`src/hw/lsbx_pkg.sv`:
```
/*
 * Shared constants, types and encodings for the logic/skip/branch
 * execution unit. Assumes a single 200 MHz clock and synchronous reset.
 */
package lsbx_pkg;

	localparam int DATA_W = 8;
	localparam int RADDR_W = 5;
	localparam int BADDR_W = 6;
	localparam int OFFS_W = 7;
	localparam int CYC_W = 2;

	// flags_register bit positions
	localparam int FLAG_C = 0;
	localparam int FLAG_Z = 1;
	localparam int FLAG_N = 2;
	localparam int FLAG_V = 3;
	localparam int FLAG_S = 4;
	localparam int FLAG_H = 5;
	localparam int FLAG_T = 6;
	localparam int FLAG_I = 7;

	localparam logic [DATA_W-1:0] FLAGS_RESET = 8'h00;
	localparam logic [DATA_W-1:0] DATA_ZERO = 8'h00;
	localparam logic [DATA_W-1:0] CLEAR_BASE = 8'hFF;

	// pointer register pair (low, high)
	localparam logic [RADDR_W-1:0] PTR_LO = 5'h1E;
	localparam logic [RADDR_W-1:0] PTR_HI = 5'h1F;

	// program counter steps, in words
	localparam int PC_STEP = 1;
	localparam int SKIP_ONE_WORD = 2;
	localparam int SKIP_TWO_WORD = 3;
	localparam int BRANCH_BIAS = 1;

	// execution cycle counts
	localparam logic [CYC_W-1:0] CYC_ONE = 2'h1;
	localparam logic [CYC_W-1:0] CYC_TWO = 2'h2;
	localparam logic [CYC_W-1:0] CYC_THREE = 2'h3;

	// register port map; 0x00..0x1F are the working registers
	localparam logic [BADDR_W-1:0] ADDR_FLAGS = 6'h20;
	localparam logic [BADDR_W-1:0] ADDR_PC_LO = 6'h21;
	localparam logic [BADDR_W-1:0] ADDR_PC_HI = 6'h22;
	localparam logic [BADDR_W-1:0] ADDR_STATUS = 6'h23;
	localparam logic [BADDR_W-1:0] ADDR_RET_LO = 6'h24;
	localparam logic [BADDR_W-1:0] ADDR_RET_HI = 6'h25;

	typedef enum logic [3:0] {
		OP_OR_REG = 4'h0,
		OP_OR_IMM = 4'h1,
		OP_SET_BITS = 4'h2,
		OP_CLR_BITS = 4'h3,
		OP_TEST = 4'h4,
		OP_CMP_IMM = 4'h5,
		OP_JMP_PTR = 4'h6,
		OP_CALL_PTR = 4'h7,
		OP_CMP_SKIP = 4'h8,
		OP_SKIP_RLO = 4'h9,
		OP_SKIP_RHI = 4'hA,
		OP_SKIP_IOLO = 4'hB,
		OP_SKIP_IOHI = 4'hC,
		OP_BR_HI = 4'hD,
		OP_BR_LO = 4'hE
	} lsbx_op_e;

	typedef enum logic [1:0] {
		ST_IDLE = 2'b00,
		ST_EXEC = 2'b01,
		ST_STALL = 2'b11
	} lsbx_state_e;

	typedef struct packed {
		lsbx_op_e op;
		logic [RADDR_W-1:0] dst;
		logic [RADDR_W-1:0] src;
		logic [DATA_W-1:0] imm;
		logic [2:0] bitSel;
		logic [OFFS_W-1:0] offset;
		logic nextTwoWords;
	} lsbx_instr_s;

	typedef struct packed {
		logic [BADDR_W-1:0] addr;
		logic [DATA_W-1:0] wrData;
		logic wr;
		logic rd;
	} lsbx_bus_s;

endpackage : lsbx_pkg

```
`src/hw/lsbx_exec.sv`:
```
/*
 * Execution unit for logic, compare, indirect jump/call, skip and
 * flag-branch operations, with working registers, flags and program
 * counter. Assumes decoded instructions from same-clock logic and an
 * I/O register value on the same clock.
 */
// The register offsets and the strobed register port are this design's own decisions.
`timescale 1ns/1ps
module lsbx_exec
	import lsbx_pkg::*;
#(
	parameter int PC_W = 16,
	parameter int REG_COUNT = 32
) (
	input wire logic clk, // 200 MHz system clock
	input wire logic rst, // synchronous reset, active high
	input wire lsbx_instr_s instr, // decoded instruction
	input wire logic instrValid, // instruction offered
	input wire logic [DATA_W-1:0] ioValue, // addressed I/O register
	input wire lsbx_bus_s bus, // register port request
	output logic [DATA_W-1:0] busRdData, // read data, cycle after
	output logic ready, // can take an instruction
	output logic done, // instruction finished pulse
	output logic [CYC_W-1:0] lastCycles, // cycles of last instruction
	output logic [PC_W-1:0] pc, // program counter
	output logic [DATA_W-1:0] flags, // flags_register
	output logic [PC_W-1:0] retAddr // return address of a call
);

	if (PC_W < 2 * DATA_W || REG_COUNT != (1 << RADDR_W)) begin : g_chk
		$error("unsupported program counter or register count");
	end

	function automatic logic [PC_W-1:0] pcAdd(
		input logic [PC_W-1:0] base,
		input logic [PC_W-1:0] delta
	);
		pcAdd = base + delta;
	endfunction : pcAdd

	function automatic logic [DATA_W-1:0] logicFlags(
		input logic [DATA_W-1:0] old,
		input logic [DATA_W-1:0] res
	);
		logic [DATA_W-1:0] f;
		f = old;
		f[FLAG_Z] = (res == DATA_ZERO);
		f[FLAG_N] = res[DATA_W-1];
		f[FLAG_V] = 1'b0;
		logicFlags = f;
	endfunction : logicFlags

	localparam logic [PC_W-1:0] PC_ONE = PC_W'(PC_STEP);
	localparam logic [PC_W-1:0] PC_SKIP1 = PC_W'(SKIP_ONE_WORD);
	localparam logic [PC_W-1:0] PC_SKIP2 = PC_W'(SKIP_TWO_WORD);
	localparam logic [PC_W-1:0] PC_BIAS = PC_W'(BRANCH_BIAS);
	localparam logic [PC_W-1:0] PC_RESET = '0;
	localparam logic [CYC_W-1:0] CNT_ZERO = '0;

	lsbx_state_e state_q, state_d;
	lsbx_instr_s cur_q;
	logic ioBit_q;
	logic [CYC_W-1:0] cnt_q;
	logic ready_q, done_q;
	logic [CYC_W-1:0] lastCycles_q;
	logic [PC_W-1:0] pc_q, retAddr_q;
	logic [DATA_W-1:0] flags_q;
	logic [DATA_W-1:0] rdA, rdB, rdC;
	logic [DATA_W-1:0] regRd_q;
	logic busRegSel_q;

	// ---------------- issue side ----------------
	wire accept = ready_q && instrValid;
	wire isPtrOp = (instr.op == OP_JMP_PTR) || (instr.op == OP_CALL_PTR);
	wire [RADDR_W-1:0] rdAddrA = isPtrOp ? PTR_LO : instr.dst;
	wire [RADDR_W-1:0] rdAddrB = isPtrOp ? PTR_HI : instr.src;
	wire execNow = (state_q == ST_EXEC);

	// ---------------- execute datapath ----------------
	wire lsbx_op_e op = cur_q.op;
	wire [DATA_W-1:0] orSrc = (op == OP_OR_REG) ? rdB : cur_q.imm;
	wire [DATA_W-1:0] orRes = rdA | orSrc;
	wire [DATA_W-1:0] clrRes = rdA & (CLEAR_BASE - cur_q.imm);
	wire [DATA_W-1:0] tstRes = rdA & rdA;
	wire isOr = (op == OP_OR_REG) || (op == OP_OR_IMM)
		|| (op == OP_SET_BITS);
	wire [DATA_W-1:0] logicRes = isOr ? orRes
		: (op == OP_CLR_BITS) ? clrRes : tstRes;
	wire isLogic = isOr || (op == OP_CLR_BITS) || (op == OP_TEST);
	wire regWrite = isOr || (op == OP_CLR_BITS);

	// compare: difference is never stored
	wire [DATA_W:0] diff = {1'b0, rdA} - {1'b0, cur_q.imm};
	wire [DATA_W-1:0] dr = diff[DATA_W-1:0];
	wire [DATA_W-1:0] ka = cur_q.imm;
	wire cmpH = (~rdA[3] & ka[3]) | (ka[3] & dr[3]) | (dr[3] & ~rdA[3]);
	wire cmpV = (rdA[7] & ~ka[7] & ~dr[7]) | (~rdA[7] & ka[7] & dr[7]);
	logic [DATA_W-1:0] cmpFlags;
	always_comb begin
		cmpFlags = flags_q;
		cmpFlags[FLAG_Z] = (dr == DATA_ZERO);
		cmpFlags[FLAG_N] = dr[DATA_W-1];
		cmpFlags[FLAG_V] = cmpV;
		cmpFlags[FLAG_C] = diff[DATA_W];
		cmpFlags[FLAG_H] = cmpH;
	end

	// skip conditions
	wire regBit = rdB[cur_q.bitSel];
	logic skipCond;
	always_comb begin
		case (op)
			OP_CMP_SKIP: skipCond = (rdA == rdB);
			OP_SKIP_RLO: skipCond = ~regBit;
			OP_SKIP_RHI: skipCond = regBit;
			OP_SKIP_IOLO: skipCond = ~ioBit_q;
			OP_SKIP_IOHI: skipCond = ioBit_q;
			default: skipCond = 1'b0;
		endcase
	end
	wire isSkip = (op == OP_CMP_SKIP) || (op == OP_SKIP_RLO)
		|| (op == OP_SKIP_RHI) || (op == OP_SKIP_IOLO)
		|| (op == OP_SKIP_IOHI);

	// branch on one selected flag
	wire flagBit = flags_q[cur_q.bitSel];
	wire isBranch = (op == OP_BR_HI) || (op == OP_BR_LO);
	wire brTaken = (op == OP_BR_HI) ? flagBit : ~flagBit;
	wire [PC_W-1:0] brOffset = {{(PC_W - OFFS_W){cur_q.offset[OFFS_W-1]}},
		cur_q.offset};
	wire [PC_W-1:0] brTarget = pcAdd(pcAdd(pc_q, brOffset), PC_BIAS);

	wire [PC_W-1:0] ptrTarget = PC_W'({rdB, rdA});
	wire [PC_W-1:0] pcNext1 = pcAdd(pc_q, PC_ONE);
	wire [PC_W-1:0] skipStep = cur_q.nextTwoWords ? PC_SKIP2 : PC_SKIP1;

	// next pc and cycle count of the instruction in execute
	logic [PC_W-1:0] execPc;
	logic [CYC_W-1:0] execCycles;
	always_comb begin
		execPc = pcNext1;
		execCycles = CYC_ONE;
		if (op == OP_JMP_PTR) begin
			execPc = ptrTarget;
			execCycles = CYC_TWO;
		end else if (op == OP_CALL_PTR) begin
			execPc = ptrTarget;
			execCycles = CYC_THREE;
		end else if (isSkip && skipCond) begin
			execPc = pcAdd(pc_q, skipStep);
			execCycles = cur_q.nextTwoWords ? CYC_THREE : CYC_TWO;
		end else if (isBranch && brTaken) begin
			execPc = brTarget;
			execCycles = CYC_TWO;
		end
	end

	// only logic and compare touch flags
	wire [DATA_W-1:0] execFlags = isLogic ? logicFlags(flags_q, logicRes)
		: (op == OP_CMP_IMM) ? cmpFlags : flags_q;

	// ---------------- register port ----------------
	wire busIsReg = (bus.addr < BADDR_W'(REG_COUNT));
	wire busRegWr = bus.wr && busIsReg;
	wire execRegWr = execNow && regWrite;
	// an execute write-back takes the port over a same-cycle bus write
	wire rfWrEn = execRegWr || busRegWr;
	wire [RADDR_W-1:0] rfWrAddr = execRegWr ? cur_q.dst
		: bus.addr[RADDR_W-1:0];
	wire [DATA_W-1:0] rfWrData = execRegWr ? logicRes : bus.wrData;
	wire busPcWr = !execNow && bus.wr;
	wire busFlagsWr = !execNow && bus.wr && (bus.addr == ADDR_FLAGS);

	wire [DATA_W-1:0] statusWord = {ready_q, done_q, 2'b00,
		lastCycles_q, state_q};
	logic [DATA_W-1:0] regRdNext;
	always_comb begin
		case (bus.addr)
			ADDR_FLAGS: regRdNext = flags_q;
			ADDR_PC_LO: regRdNext = pc_q[DATA_W-1:0];
			ADDR_PC_HI: regRdNext = pc_q[2*DATA_W-1:DATA_W];
			ADDR_STATUS: regRdNext = statusWord;
			ADDR_RET_LO: regRdNext = retAddr_q[DATA_W-1:0];
			ADDR_RET_HI: regRdNext = retAddr_q[2*DATA_W-1:DATA_W];
			default: regRdNext = DATA_ZERO;
		endcase
	end

	lsbx_regfile #(
		.WIDTH(DATA_W),
		.DEPTH(REG_COUNT),
		.AW(RADDR_W)
	) u_regs (
		.clk(clk),
		.wrEn(rfWrEn),
		.wrAddr(rfWrAddr),
		.wrData(rfWrData),
		.rdAddrA(rdAddrA),
		.rdAddrB(rdAddrB),
		.rdAddrC(bus.addr[RADDR_W-1:0]),
		.rdDataA(rdA),
		.rdDataB(rdB),
		.rdDataC(rdC)
	);

	// ---------------- sequencing ----------------
	wire stallEnd = (state_q == ST_STALL) && (cnt_q == CYC_ONE);
	wire finishNow = (execNow && execCycles == CYC_ONE) || stallEnd;

	always_comb begin
		case (state_q)
			ST_IDLE: state_d = accept ? ST_EXEC : ST_IDLE;
			ST_EXEC: state_d = (execCycles == CYC_ONE) ? ST_IDLE : ST_STALL;
			ST_STALL: state_d = stallEnd ? ST_IDLE : ST_STALL;
			default: state_d = ST_IDLE;
		endcase
	end

	always_ff @(posedge clk) begin
		if (rst) begin
			state_q <= ST_IDLE;
			cnt_q <= CNT_ZERO;
			ready_q <= 1'b1;
			done_q <= 1'b0;
		end else begin
			state_q <= state_d;
			ready_q <= (ready_q && !accept) || finishNow;
			done_q <= finishNow;
			if (execNow) begin
				cnt_q <= execCycles - CYC_ONE;
			end else if (state_q == ST_STALL) begin
				cnt_q <= cnt_q - CYC_ONE;
			end
		end
	end

	always_ff @(posedge clk) begin
		if (accept) begin
			cur_q <= instr;
			ioBit_q <= ioValue[instr.bitSel];
		end
	end

	always_ff @(posedge clk) begin
		if (rst) begin
			pc_q <= PC_RESET;
			flags_q <= FLAGS_RESET;
			retAddr_q <= PC_RESET;
			lastCycles_q <= CNT_ZERO;
		end else if (execNow) begin
			pc_q <= execPc;
			flags_q <= execFlags;
			lastCycles_q <= execCycles;
			if (op == OP_CALL_PTR) begin
				retAddr_q <= pcNext1;
			end
		end else begin
			if (busFlagsWr) begin
				flags_q <= bus.wrData;
			end
			if (busPcWr && bus.addr == ADDR_PC_LO) begin
				pc_q[DATA_W-1:0] <= bus.wrData;
			end
			if (busPcWr && bus.addr == ADDR_PC_HI) begin
				pc_q[2*DATA_W-1:DATA_W] <= bus.wrData;
			end
		end
	end

	always_ff @(posedge clk) begin
		if (rst) begin
			regRd_q <= DATA_ZERO;
			busRegSel_q <= 1'b0;
		end else if (bus.rd) begin
			regRd_q <= regRdNext;
			busRegSel_q <= busIsReg;
		end
	end

	assign busRdData = busRegSel_q ? rdC : regRd_q;
	assign ready = ready_q;
	assign done = done_q;
	assign lastCycles = lastCycles_q;
	assign pc = pc_q;
	assign flags = flags_q;
	assign retAddr = retAddr_q;

endmodule : lsbx_exec

```
`src/hw/lsbx_regfile.sv`:
```
/*
 * Working register file: one write port, three read ports with
 * registered read data. Assumes the caller never needs same-cycle
 * write-to-read bypass.
 */
`timescale 1ns/1ps
module lsbx_regfile #(
	parameter int WIDTH = 8,
	parameter int DEPTH = 32,
	parameter int AW = 5
) (
	input wire logic clk, // system clock
	input wire logic wrEn, // write strobe
	input wire logic [AW-1:0] wrAddr, // write address
	input wire logic [WIDTH-1:0] wrData, // write data
	input wire logic [AW-1:0] rdAddrA, // read address A
	input wire logic [AW-1:0] rdAddrB, // read address B
	input wire logic [AW-1:0] rdAddrC, // read address C
	output logic [WIDTH-1:0] rdDataA, // registered data A
	output logic [WIDTH-1:0] rdDataB, // registered data B
	output logic [WIDTH-1:0] rdDataC // registered data C
);

	logic [WIDTH-1:0] mem [DEPTH];

	if (DEPTH > (1 << AW)) begin : g_chk
		$error("regfile depth exceeds address range");
	end

	always_ff @(posedge clk) begin
		if (wrEn) begin
			mem[wrAddr] <= wrData;
		end
		rdDataA <= mem[rdAddrA];
		rdDataB <= mem[rdAddrB];
		rdDataC <= mem[rdAddrC];
	end

endmodule : lsbx_regfile

```
`config.mk`:
```
export PLATFORM = sky130hd
export DESIGN_NAME = lsbx_exec
export DESIGN_NICKNAME = d
export VERILOG_FILES = /design/src/hw/lsbx_pkg.sv /design/src/hw/lsbx_exec.sv /design/src/hw/lsbx_regfile.sv
export SDC_FILE = /design/constraint.sdc
export NUM_CORES = 1
export LEC_CHECK = 0
export BUFFER_PORTS_ARGS = -buffer_cell sky130_fd_sc_hd__buf_4
export CORE_AREA = 2 2 234 236
export CTS_CLUSTER_DIAMETER = 30
export DETAILED_ROUTE_END_ITERATION = 10
export DIE_AREA = 0 0 236 238
export GPL_ROUTABILITY_DRIVEN = 0
export SKIP_LAST_GASP = 1
export SYNTH_ARGS = -nofsm -noshare
export SYNTH_HDL_FRONTEND = slang
export SYNTH_SLANG_ARGS = --single-unit
```
`constraint.sdc`:
```
create_clock -name clk -period 6.7 [get_ports clk]
set_input_delay 1.005 -clock clk [delete_from_list [all_inputs] [get_ports clk]]
set_output_delay 1.005 -clock clk [all_outputs]
set_load 0.01 [all_outputs]
```
==> impl_metrics.toml <==
[setup_path]
cp_slowest_stage_delay_ns = 1.08
critPathMaxFanout = 30
endpoint_kind = "flip-flop"
path_class = "reg -> reg"
cp_slowest_cell = "nor2_1"
path_cells = "nor2_1, nand2_1, o31ai_1, nand2_1, nor2_1"
arrival_ns = 4.52
worstPathRequired_ns = 6.93
critPathLaunchType = "flip-flop"

[logic_synthesis]
netlist.area_leader.share_pct = 40.2
ys.flop_type = "edfxtp_1"
synthesis.area_um2 = 21300
netlist_top_cells_area = "edfxtp_1, mux4_2, dfxtp_1"
synth_fp_nets = 1988
yosysWarningCount = 0
synth_top_area_cell = "edfxtp_1"
syn_avg_cell_area_um2 = 11.2
synth_edf_count = 285
async_flop_share_pct = 0
ys_seq_area_share_pct = 47.8
synth_cell_types = 76
synthCells = 1896
yosys_register_bits = 366

[drt]
drt_iter0_drc = 2526
wl_um = 75600
wl_per_cell_um = 27.4
vias = 18210
first_pass_iters = 6
via_per_inst = 6.61
ant_nets = 0
drc = 0

[global_route]
grt_usage_pct = 26.6
grt_max_degree = 129
grt-ovfl-total = 0
grt_pass1_wl_um = 112000
antenna_found_initial = 1
first_global_vias = 17053

[timing]
clock_skew_ns = 0.0402
fin_crit_ns = 4.29
max_freq_ghz = 0.233
slew_headroom_pct = 7.28
rsz0062_at_grt = "false"
fin_crit_sh_pct = 64.0
postLayoutSetupSlackWorst_ns = 2.41
setup_tns_ns = 0
tightestPinTransition_ns = 1.39
drv_slew = 0
setup_violations = 0
final_hold_viol_count = 0

[clocking]
clk_latency_ns = 0.64
path_clk_slew_ns = 0.05
postCtsSetupBuffers = 0
numCtsBuffers = 84
tritoncts = "done"
cts_root_buffer = "clkbuf_16"
clock_path_buffers = 3
numClockSinks = 366
cts-htree-levels = 3
ctsResizeCount = 0
postCtsHoldBufs = 0

[hold_path]
holdCritPathClass = "reg -> reg"

[placement]
detailed_place_hpwl_um = 48200
portBuffers = 111
place_ws_ns = 2.27

[final_layout]
fin_nets = 2076
area_growth_pct = 21.6
drive_gt1_share_pct = 24.4

[power]
p_leak_nw = 8.93
switchingPower_w = 0.00223
p_int_w = 0.00580
power_frac_seq_pct = 33.3
ir_worst_vdd_mv = 0.193
power.density_nw_per_um2 = 310
netSwitchingFraction_pct = 27.8
pwr-share-comb_pct = 12.6
p_clk_share_pct = 54.1

[die]
design.die.area_um2 = 56200
core_um2 = 53500
die_x_um = 236
chipHeight_um = 238
pin_count = 112
initial_core_util_pct = 39.8
rows = 85

[status]
outcome = "finished, final reports clean"

[job]
maxCapViolations = 0
[cell type report]
type	count	area [um^2]
Antenna cell	1	2.50
Clock buffer	88	2140
Clock inverter	70	900
Fill cell	4673	27600
Inverter	29	109
Multi-Input combinational cell	1342	10500
Sequential cell	366	10200
Tap cell	696	871
Timing Repair Buffer	161	1230
[metrics by stage]
stage / hold WS, ns / utilization [%] / total power (W) / cells / area [um^2]
floorplan: 0.456 / - / 0.00332 / 1896 / 21300
global placement: 0.473 / 42.7 / 0.00368 / 2594 / 22800
detailed placement: 0.478 / 42.7 / 0.00370 / 2594 / 22800
CTS: 0.488 / 48.4 / 0.00805 / 2752 / 25900
global route: 0.513 / 48.4 / 0.00827 / 2752 / 25900
finish: 0.485 / 48.4 / 0.00804 / 2753 / 25900
[logic make-up after synthesis]
kind of cell	synth area share, %
simple gates	11.4
compound gates	17.2
buf+inv	3.54
fa+ha+maj	1.98
xor+xnor	2.06
flops	47.8
mux	16.1
[placed cells by master (no fill, tap or decap), drive strengths merged, types with 16 or more instances in the layout]
cell and count:
a211oi 101, a21oi 42, a31oi 76, and2 67
buf 161, clkbuf 88, clkinv 27, dfxtp 81
edfxtp 285, ha 29, inv 50, mux2 40
mux2i 30, mux4 118, nand2 217, nand3 25
nor2 131, nor3 24, o21ai 119, o221ai 67
o22ai 70, xnor2 34, xor2 16
[worst max-delay path, delay by kind of cell (launching register included)]
family / cells / cell delay, ns
simple gates: 4 / 2.70
compound gates: 1 / 0.62
flops: 1 / 0.56
[registers in the layout (all words and copies together) (netlist names), 8 cells and up]
register / count
cur_q: 9
flags: 8
ka: 8
pc: 16
regRd_q: 8
retAddr: 16
u_regs.mem: 256
u_regs.rdDataA: 8
u_regs.rdDataB: 8
u_regs.rdDataC: 8
[path summary, 6_finish.rpt]
check | from | slack [ns] | depth (start not counted) | endpoint
min reg2reg | regRd_q[6] | 0.49 | 2 | regRd_q[6]
min | regRd_q[6] | 0.49 | 2 | regRd_q[6]
max | op[2] | 2.41 | 5 | u_regs.mem[0][7]
max reg2reg | op[2] | 2.41 | 5 | u_regs.mem[0][7]
[power by group through the flow]
stage                     Sequential, W  Combinational (W)  Clock (W)
after floorplan                 0.00263           0.000692          0
after global placement          0.00271           0.000973          0
after detailed placement        0.00271           0.000991          0
after CTS                       0.00267           0.000996    0.00439
after global routing            0.00268            0.00109    0.00451
final                           0.00268            0.00101    0.00435
[metal layers]
layer | track usage, % | vias up | part of all wire, %
met3 | 7.11 | 287 | 12
met4 | 13.0 | 2 | 5.1
li1 | - | 7676 | -
met2 | 40.7 | 1418 | 44
met1 | 35.0 | 8827 | 39
met5 | 0 | - | 0.012
[cell usage after synthesis (4+ instances only)]
cell / instances
o211ai_1: 8
o221ai_1: 67
o221a_2: 5
a31oi_1: 76
a21oi_1: 42
a211oi_1: 101
buf_2: 24
nand4b_1: 4
dfxtp_1: 81
nor2_1: 129
nand2b_1: 6
nand3b_1: 4
nor4_1: 5
buf_1: 9
o22ai_1: 70
ha_1: 29
xor2_1: 16
and3_1: 5
o31ai_1: 4
o21ai_0: 117
nor3b_1: 6
inv_1: 28
a311oi_1: 4
nor2b_1: 12
a21o_1: 9
xnor2_1: 34
nand4_1: 7
o21a_1: 6
nor3_1: 22
mux2i_1: 29
mux2_2: 40
a22oi_1: 7
clkbuf_1: 123
and2_1: 67
mux4_2: 115
nand2_1: 217
nand3_1: 25
edfxtp_1: 285
(Power assumes the default switching activity.)
